## config.mk

```make
export PLATFORM = sky130hd
export DESIGN_NAME = rtc_core
export DESIGN_NICKNAME = d
export VERILOG_FILES = /design/src/core/rtc_pkg.sv /design/src/core/rtc_core.sv /design/src/core/rtc_prescaler.sv
export SDC_FILE = /design/constraint.sdc
export NUM_CORES = 1
export LEC_CHECK = 0
export BUFFER_PORTS_ARGS = -buffer_cell sky130_fd_sc_hd__buf_2
export CAP_MARGIN = 25
export CORE_UTILIZATION = 52
export CTS_CLUSTER_SIZE = 16
export DETAILED_ROUTE_END_ITERATION = 10
export HOLD_SLACK_MARGIN = 0.05
export PLACE_DENSITY = 0.75
export REMOVE_ABC_BUFFERS = 1
export SLEW_MARGIN = 20
export SYNTH_ARGS = -nofsm -noshare
export SYNTH_HDL_FRONTEND = slang
export SYNTH_HIERARCHICAL = 1
export SYNTH_SLANG_ARGS = --single-unit
```

## constraint.sdc

```tcl
create_clock -name clk_in -period 4.45 [get_ports clk_in]
set_clock_uncertainty 0.15 [all_clocks]
set_input_delay 0.6675 -clock clk_in [delete_from_list [all_inputs] [get_ports clk_in]]
set_output_delay 0.6675 -clock clk_in [all_outputs]
set_load 0.01 [all_outputs]
```

## src/core/rtc_pkg.sv

```systemverilog
package rtc_pkg;

  // ****************************************************************
  // Widths
  // ****************************************************************
  localparam int ADDR_W = 8;
  localparam int DATA_W = 32;
  localparam int CNT_W  = 16;
  localparam int PSC_W  = 10;
  localparam int FLG_W  = 2;

  // ****************************************************************
  // Register byte offsets
  // ****************************************************************
  localparam logic [ADDR_W-1:0] OFF_CTRL   = 8'h00;
  localparam logic [ADDR_W-1:0] OFF_PRESC  = 8'h04;
  localparam logic [ADDR_W-1:0] OFF_CNT    = 8'h08;
  localparam logic [ADDR_W-1:0] OFF_PER    = 8'h0C;
  localparam logic [ADDR_W-1:0] OFF_CMP    = 8'h10;
  localparam logic [ADDR_W-1:0] OFF_FLAGS  = 8'h14;
  localparam logic [ADDR_W-1:0] OFF_MASK   = 8'h18;
  localparam logic [ADDR_W-1:0] OFF_EVTEN  = 8'h1C;
  localparam logic [ADDR_W-1:0] OFF_STATUS = 8'h20;

  // ****************************************************************
  // Field positions
  // ****************************************************************
  localparam int FLG_OVF   = 0;
  localparam int FLG_CMP   = 1;
  localparam int CTRL_W    = 4;
  localparam int STAT_RUN  = 0;
  localparam int STAT_SLP  = 1;
  localparam int STAT_REF  = 2;
  localparam int STAT_W    = 3;

  // ****************************************************************
  // Reset and clear values
  // ****************************************************************
  localparam logic [CNT_W-1:0]  CNT_CLR  = 16'h0000;
  localparam logic [CNT_W-1:0]  CNT_ONE  = 16'h0001;
  localparam logic [CNT_W-1:0]  PER_RST  = 16'hFFFF;
  localparam logic [CNT_W-1:0]  CMP_RST  = 16'h0000;
  localparam logic [PSC_W-1:0]  PSC_CLR  = 10'h000;
  localparam logic [PSC_W-1:0]  PSC_ONE  = 10'h001;
  localparam logic [FLG_W-1:0]  FLG_CLR  = 2'h0;
  localparam logic [DATA_W-1:0] RD_ZERO  = 32'h0000_0000;

  // ****************************************************************
  // Types
  // ****************************************************************
  typedef enum logic [2:0] {
    RTC_SRC_XTAL_1K  = 3'b000,
    RTC_SRC_XTAL_32K = 3'b001,
    RTC_SRC_EXT      = 3'b010,
    RTC_SRC_INT_OSC  = 3'b011,
    RTC_SRC_ULP_OSC  = 3'b100
  } rtc_src_t;

  typedef struct packed {
    rtc_src_t src;
    logic     run;
  } rtc_ctrl_t;

  typedef struct packed {
    logic ultra_low_power_osc;
    logic int_osc;
    logic ext_clk;
    logic xtal_32k;
    logic xtal_1k;
  } rtc_refs_t;

  typedef struct packed {
    logic cmp;
    logic ovf;
  } rtc_evt_t;

  localparam rtc_ctrl_t CTRL_RST = '{src: RTC_SRC_XTAL_1K, run: 1'b0};

endpackage

```

## src/core/rtc_core.sv

```systemverilog
`timescale 1ns/1ps
// Overview of operation
// - Sixteen-bit up-counter runs on, unaffected by the sleep input.
// - Ten-bit prescaler divides reference ticks before the counter.
// - Software selects one of five reference sources for the counter.
// - Counter equal to compare value raises compare flag and event.
// - Counter equal to period value raises overflow flag and event.
// - Counter clears to zero on the first increment after it reaches the period value.
// - Mask and event enable set separately for overflow and compare.
// - An unmasked pending interrupt drives wake while asleep.
module rtc_core
  import rtc_pkg::*;
(
  input  wire logic              clk_in,
  input  wire logic              rstn_in,
  input  wire logic              psel_in,
  input  wire logic              penable_in,
  input  wire logic              pwrite_in,
  input  wire logic [ADDR_W-1:0] paddr_in,
  input  wire logic [DATA_W-1:0] pwdata_in,
  output logic      [DATA_W-1:0] prdata_out,
  output logic                   pready_out,
  output logic                   pslverr_out,
  input  wire rtc_refs_t         refs_in,
  input  wire logic              sleep_in,
  output rtc_evt_t               evt_out,
  output logic                   irq_out,
  output logic                   wake_out,
  output logic      [CNT_W-1:0]  cnt_out
);

  rtc_ctrl_t         ctrl_r;
  logic [PSC_W-1:0]  psc_r;
  logic [CNT_W-1:0]  cnt_r;
  logic [CNT_W-1:0]  per_r;
  logic [CNT_W-1:0]  cmp_r;
  logic [FLG_W-1:0]  flags_r;
  logic [FLG_W-1:0]  flags_nxt;
  logic [FLG_W-1:0]  mask_r;
  logic [FLG_W-1:0]  evten_r;
  rtc_evt_t          evt_r;
  logic [DATA_W-1:0] prdata_r;
  logic [DATA_W-1:0] rd_nxt;
  logic              pslverr_r;
  logic              rd_hit;
  logic              ref_d_r;
  logic              sel_lvl;
  logic              ref_tick;
  logic              inc;
  logic              ovf_hit;
  logic              cmp_hit;
  logic              setup;
  logic              access;
  logic              wr_acc;
  logic              wr_ctrl;
  logic              wr_psc;
  logic              wr_cnt;
  logic              wr_per;
  logic              wr_cmp;
  logic              wr_flg;
  logic              wr_mask;
  logic              wr_evten;
  logic [FLG_W-1:0]  flg_clr;
  logic [FLG_W-1:0]  hits;
  logic [STAT_W-1:0] status;

  // ****************************************************************
  // APB decode
  // ****************************************************************
  assign setup    = psel_in & ~penable_in;
  assign access   = psel_in & penable_in;
  assign wr_acc   = access & pwrite_in;
  assign wr_ctrl  = wr_acc && (paddr_in == OFF_CTRL);
  assign wr_psc   = wr_acc && (paddr_in == OFF_PRESC);
  assign wr_cnt   = wr_acc && (paddr_in == OFF_CNT);
  assign wr_per   = wr_acc && (paddr_in == OFF_PER);
  assign wr_cmp   = wr_acc && (paddr_in == OFF_CMP);
  assign wr_flg   = wr_acc && (paddr_in == OFF_FLAGS);
  assign wr_mask  = wr_acc && (paddr_in == OFF_MASK);
  assign wr_evten = wr_acc && (paddr_in == OFF_EVTEN);

  // Every access completes in its first access cycle.
  assign pready_out  = access;
  assign pslverr_out = access & pslverr_r;
  assign prdata_out  = prdata_r;

  // ****************************************************************
  // Read path
  // ****************************************************************
  assign status = {sel_lvl, sleep_in, ctrl_r.run};

  always_comb begin
    rd_nxt = RD_ZERO;
    rd_hit = 1'b1;
    case (paddr_in)
      OFF_CTRL:   rd_nxt[CTRL_W-1:0] = ctrl_r;
      OFF_PRESC:  rd_nxt[PSC_W-1:0]  = psc_r;
      OFF_CNT:    rd_nxt[CNT_W-1:0]  = cnt_r;
      OFF_PER:    rd_nxt[CNT_W-1:0]  = per_r;
      OFF_CMP:    rd_nxt[CNT_W-1:0]  = cmp_r;
      OFF_FLAGS:  rd_nxt[FLG_W-1:0]  = flags_r;
      OFF_MASK:   rd_nxt[FLG_W-1:0]  = mask_r;
      OFF_EVTEN:  rd_nxt[FLG_W-1:0]  = evten_r;
      OFF_STATUS: rd_nxt[STAT_W-1:0] = status;
      default:    rd_hit = 1'b0;
    endcase
  end

  // Read data and the error answer are captured in the setup cycle.
  always_ff @(posedge clk_in or negedge rstn_in) begin
    if (!rstn_in) begin
      prdata_r  <= RD_ZERO;
      pslverr_r <= 1'b0;
    end else if (setup) begin
      prdata_r  <= pwrite_in ? RD_ZERO : rd_nxt;
      pslverr_r <= ~rd_hit;
    end
  end

  // ****************************************************************
  // Configuration registers
  // ****************************************************************
  always_ff @(posedge clk_in or negedge rstn_in) begin
    if (!rstn_in) begin
      ctrl_r <= CTRL_RST;
    end else if (wr_ctrl) begin
      ctrl_r <= rtc_ctrl_t'(pwdata_in[CTRL_W-1:0]);
    end
  end

  always_ff @(posedge clk_in or negedge rstn_in) begin
    if (!rstn_in) begin
      psc_r <= PSC_CLR;
    end else if (wr_psc) begin
      psc_r <= pwdata_in[PSC_W-1:0];
    end
  end

  always_ff @(posedge clk_in or negedge rstn_in) begin
    if (!rstn_in) begin
      per_r <= PER_RST;
    end else if (wr_per) begin
      per_r <= pwdata_in[CNT_W-1:0];
    end
  end

  always_ff @(posedge clk_in or negedge rstn_in) begin
    if (!rstn_in) begin
      cmp_r <= CMP_RST;
    end else if (wr_cmp) begin
      cmp_r <= pwdata_in[CNT_W-1:0];
    end
  end

  always_ff @(posedge clk_in or negedge rstn_in) begin
    if (!rstn_in) begin
      mask_r  <= FLG_CLR;
    end else if (wr_mask) begin
      mask_r  <= pwdata_in[FLG_W-1:0];
    end
  end

  always_ff @(posedge clk_in or negedge rstn_in) begin
    if (!rstn_in) begin
      evten_r <= FLG_CLR;
    end else if (wr_evten) begin
      evten_r <= pwdata_in[FLG_W-1:0];
    end
  end

  // ****************************************************************
  // Reference selection
  // ****************************************************************
  always_comb begin
    sel_lvl = 1'b0;
    case (ctrl_r.src)
      RTC_SRC_XTAL_1K:  sel_lvl = refs_in.xtal_1k;
      RTC_SRC_XTAL_32K: sel_lvl = refs_in.xtal_32k;
      RTC_SRC_EXT:      sel_lvl = refs_in.ext_clk;
      RTC_SRC_INT_OSC:  sel_lvl = refs_in.int_osc;
      RTC_SRC_ULP_OSC:  sel_lvl = refs_in.ultra_low_power_osc;
      default:          sel_lvl = 1'b0;
    endcase
  end

  always_ff @(posedge clk_in or negedge rstn_in) begin
    if (!rstn_in) begin
      ref_d_r <= 1'b0;
    end else begin
      ref_d_r <= sel_lvl;
    end
  end

  // One tick per rising edge of the selected reference.
  assign ref_tick = sel_lvl & ~ref_d_r;

  rtc_prescaler u_prescaler (
    .clk_in  (clk_in),
    .rstn_in (rstn_in),
    .run_in  (ctrl_r.run),
    .tick_in (ref_tick),
    .div_in  (psc_r),
    .inc_out (inc)
  );

  // ****************************************************************
  // Counter
  // ****************************************************************
  assign ovf_hit = inc && (cnt_r == per_r);
  assign cmp_hit = inc && (cnt_r == cmp_r);
  assign cnt_out = cnt_r;

  // The sleep input does not gate the counter at all.
  always_ff @(posedge clk_in or negedge rstn_in) begin
    if (!rstn_in) begin
      cnt_r <= CNT_CLR;
    end else if (wr_cnt) begin
      cnt_r <= pwdata_in[CNT_W-1:0];
    end else if (ovf_hit) begin
      cnt_r <= CNT_CLR;
    end else if (inc) begin
      cnt_r <= cnt_r + CNT_ONE;
    end
  end

  // ****************************************************************
  // Flags, interrupt and events
  // ****************************************************************
  assign hits    = {cmp_hit, ovf_hit};
  assign flg_clr = wr_flg ? pwdata_in[FLG_W-1:0] : FLG_CLR;

  // A hit in the cycle of a write-one-clear keeps the flag set.
  assign flags_nxt = (flags_r & ~flg_clr) | hits;

  always_ff @(posedge clk_in or negedge rstn_in) begin
    if (!rstn_in) begin
      flags_r <= FLG_CLR;
    end else begin
      flags_r <= flags_nxt;
    end
  end

  always_ff @(posedge clk_in or negedge rstn_in) begin
    if (!rstn_in) begin
      evt_r <= '0;
    end else begin
      evt_r.ovf <= ovf_hit & evten_r[FLG_OVF];
      evt_r.cmp <= cmp_hit & evten_r[FLG_CMP];
    end
  end

  assign evt_out  = evt_r;
  assign irq_out  = |(flags_r & mask_r);
  assign wake_out = sleep_in & irq_out;
endmodule

```

## src/core/rtc_prescaler.sv

```systemverilog
`timescale 1ns/1ps
module rtc_prescaler
  import rtc_pkg::*;
(
  input  wire logic             clk_in,
  input  wire logic             rstn_in,
  input  wire logic             run_in,
  input  wire logic             tick_in,
  input  wire logic [PSC_W-1:0] div_in,
  output logic                  inc_out
);

  logic [PSC_W-1:0] cnt_r;
  logic             wrap;

  // ****************************************************************
  // Division
  // ****************************************************************
  // A ratio lowered below the running count wraps at the next tick.
  assign wrap    = cnt_r >= div_in;
  assign inc_out = run_in & tick_in & wrap;

  always_ff @(posedge clk_in or negedge rstn_in) begin
    if (!rstn_in) begin
      cnt_r <= PSC_CLR;
    end else if (!run_in) begin
      cnt_r <= PSC_CLR;
    end else if (tick_in) begin
      if (wrap) begin
        cnt_r <= PSC_CLR;
      end else begin
        cnt_r <= cnt_r + PSC_ONE;
      end
    end
  end
endmodule

```

==> impl_results.md <==
- PwrDens: 282 mW/mm²
- DR vias: 4789
- Tmin final: 3.43 ns
- R2r setup slk: 1.02 ns
- CTS max path bufs: 2
- Number of max-slew violations in the final report: 0
- Startpoint Class: flip-flop
- Netlist cell types: 63
- Sequential cell area: 0.00247 mm²
- Antenna cells: 0
- GPL Wtd Cong: 0.842
- Cts hold-fix bufs: 0
- Fin util: 59.4%
- H-tree depth: 3
- Final Setup Violations: 0
- First-pass GRT wire length: 24000 µm
- FILL cells: 951
- LEAKAGE: 0.00292 µW
- Register area share after synthesis: 42.1%
- Fraction of registers with async set/reset: 100%
- CTS tree: built
- Final Hold Fails: 0
- Die W: 108 µm
- Multi-input gate area: 0.00311 mm²
- FF-to-FF Start: psc_r[9]$_DFFE_PN0P_
- Maximum number of pins on one net before global-route repair: 81
- Crit Path Max Fanout: 10
- CP max-delay cell: o21ai_1
- Worst-margin pin slew: 0.979 ns
- Die area: 0.0117 mm²
- CTS buffer count: 9
- Slew margin rel.: 34.0%
- Post-DP HPWL: 10300 µm
- Post-CTS setup buffers: 0
- Port bufs: 72
- Outcome: finished, final reports clean
- Crit end category: flip-flop
- Starting DRT DRC Count: 401
- Final nets: 676
- Yosys top cell by area: dfrtp_1
- Routed WL per cell: 19.5 µm
- CTS clk-pin slew, worst paths: 0.07 ns
- Number of flops mapped to enable cells by yosys: 0
- Remaining antenna violation count after routing: 0
- Clock root buffer: clkbuf_16
- Largest cells by area after synthesis: dfrtp_1, mux2_2, dfstp_2, nand2_1, xnor2_1
- Post-Syn Instances: 565
- Critical Path Start: psc_r[9]$_DFFE_PN0P_
- Drt via density: 6.32
- Post-CTS Resized: 0
- Share of layout cells above drive strength 1: 27.8%
- Setup TNS: 0 ns
- Synth Cell Area: 0.00587 mm²
- DR pass1 iterations: 7
- Max cap viols: 0
- GRT Total Usage: 26.9%
- CP bufs+invs: 1
- Crit Path Category: flip-flop to flip-flop
- Die Height: 108 µm
- Worst skew pair latency: 0.35 ns
- Critical Path Max Stage Delay: 0.68 ns
- #FFs+latches synth: 98
- Worst EP required: 4.50 ns
- Top-area cell type share of the netlist area: 34.9%
- Worst Reg2Reg Path Length in Cells: 8
- Hold Path Class: input port to asynchronous set/reset pin
- CP Cell Sequence: inv_1 -> ha_1 -> nand4_1 -> o21ai_2 -> nor2b_1 -> nand3b_1 -> o21ai_1 -> o21ai_0
- CP Data Arrival Time: 3.48 ns
- Antenna violations before repair: 0
- CTS Sinks: 98
- Syn_area_per_cell: 10.4 µm²
- Via count of the first global-routing pass: 4664
- Post-Route WL: 14800 µm
- Tcrit/Tclk final: 77.0%
- Top achievable clock speed: 0.292 GHz
- RSZ-0062 raised after global routing: no
- Synth Flop Type: dfrtp_1
- Remaining Overflow, GRT: 0
- Synth warnings: 6
- CORE AREA: 0.0109 mm²
- Top delay family on crit path: compound AO/OA/AOI/OAI gates
- Initial Utilization: 53.7%
- Max VDD drop: 0.147 mV
- Worst setup path end: cnt_out[15]$_DFFE_PN0P_
- Rows: 38
- R2r endpoint: cnt_out[15]$_DFFE_PN0P_
- WP depth: 8
- I/O pin total: 105
- Synth-to-Final Area Change: 10.6%
- DRC: 0
[area by class of cell]
| type | count | share of cell area [%] |
|---|---|---|
| clock buffers | 10 | 3.53 |
| clock inverters | 6 | 1.02 |
| inverters | 12 | 0.694 |
| multi-input cells | 416 | 47.9 |
| flip-flops and latches | 98 | 38.1 |
| well taps | 140 | 2.70 |
| repair buffers | 76 | 6.11 |
[layout by cell type (no fill, tap or decap), drive strengths merged, types with 5 or more instances in the layout]
| cell type | instances |
|---|---|
| and4b | 5 |
| clkbuf | 10 |
| dfrtp | 82 |
| dfstp | 16 |
| nor4 | 15 |
| and2 | 8 |
| a221oi | 6 |
| mux2 | 55 |
| nor3 | 5 |
| nand2 | 58 |
| nand4 | 7 |
| inv | 13 |
| xnor2 | 24 |
| o221ai | 8 |
| xor2 | 17 |
| a222oi | 7 |
| a22o | 10 |
| conb | 16 |
| ha | 12 |
| nor2 | 20 |
| nor3b | 8 |
| buf | 76 |
| o21ai | 36 |
| and3 | 15 |
| nand3 | 13 |
| a21oi | 9 |
| nand2b | 11 |
[state kept, by name (all words and copies together) (netlist names), 2 cells and up]
signal / flops
ctrl_r: 4
evten_r: 2
psc_r: 10
per_r: 16
cnt_out: 16
evt_out: 2
flags_r: 2
prdata_out: 16
u_prescaler/cnt_r: 10
cmp_r: 16
mask_r: 2
[report_power, final]
| part | internal [µW] | switching [µW] |
|---|---|---|
| combinational | 42.7 | 79.7 |
| sequential | 904 | 15.8 |
| clock | 437 | 350 |
| total | 1380 | 445 |
[worst register-to-register path, cell delays in order, from the launching register on]
cell and delay, ns:
dfrtp_1 0.39, inv_1 0.06, ha_1 0.35, nand4_1 0.42, o21ai_2 0.31, nor2b_1 0.41
nand3b_1 0.29, o21ai_1 0.68, o21ai_0 0.21
[routing by layer]
metal	vias up	routed length, µm	global-route usage [%]
met1	2407	6420	36.6
met3	30	983	3.62
met2	217	6970	42.2
met4	0	412	13.7
li1	2135	-	-
met5	-	0	0
[through the flow]
step	instance area (µm²)	std cells	hold slack, ns	setup WS, ns	total power (µW)
2_1_floorplan	5630	526	0.222	1.00	986
3_3_place_gp	6190	742	0.307	1.00	1050
3_5_place_dp	6190	742	0.316	0.915	1060
4_1_cts	6490	758	0.331	1.05	1840
5_1_grt	6490	758	0.259	0.717	1880
6_report	6490	758	0.181	1.02	1830
[kinds of logic after synthesis]
family                   synth area share, %
AND/OR/NAND/NOR                         17.7
AO/OA/AOI/OAI                           13.4
flip-flops                              42.1
buffers and inverters                   5.92
multiplexers                            12.1
XOR/XNOR                                6.12
adder cells (fa/ha/maj)                 2.56
other                                 0.0639
[synthesized netlist by cell type, types with 2 or more instances]
library cell  instances
clkbuf_1             28
nand2b_1             10
mux4_2                4
ha_1                 12
o221ai_1              8
a31oi_1               4
and3_1               14
a21boi_1              2
nand4_1               7
dfrtp_1              82
nand2_1              57
a32oi_1               2
o211ai_1              3
a21oi_1               9
nand3_1              13
and4_1                3
inv_1                12
nor3b_1               8
and2_1                8
a222oi_1              7
nor3_1                4
buf_4                18
nand3b_1              4
xor2_1               17
nor4_1               13
nor2b_1               4
xnor2_1              24
and4b_1               5
buf_6                 2
o211a_1               3
a211oi_4              2
o2111ai_1             2
nor4b_1               3
o21ai_1               7
mux2_2               49
a221oi_1              6
o21ai_0              28
o22ai_1               4
mux2_1                6
nor2_1               20
buf_2                 5
dfstp_2              16
a22o_1               10
[worst min path at each step]
stage	startpoint	endpoint	slack, ns	depth (start not counted)
final	rstn_in	evt_out[1]$_DFF_PN0_	0.18	1
after global routing	rstn_in	cnt_out[14]$_DFFE_PN0P_	0.26	1
after CTS	prdata_out[14]$_DFFE_PN0P_	prdata_out[14]$_DFFE_PN0P_	0.33	2
after detailed placement	prdata_out[14]$_DFFE_PN0P_	prdata_out[14]$_DFFE_PN0P_	0.32	2
after global placement	prdata_out[1]$_DFFE_PN0P_	prdata_out[1]$_DFFE_PN0P_	0.31	2
after floorplan	rstn_in	cmp_r[0]$_DFFE_PN0P_	0.22	0
Note: power is estimated with default switching activity, not from simulation.
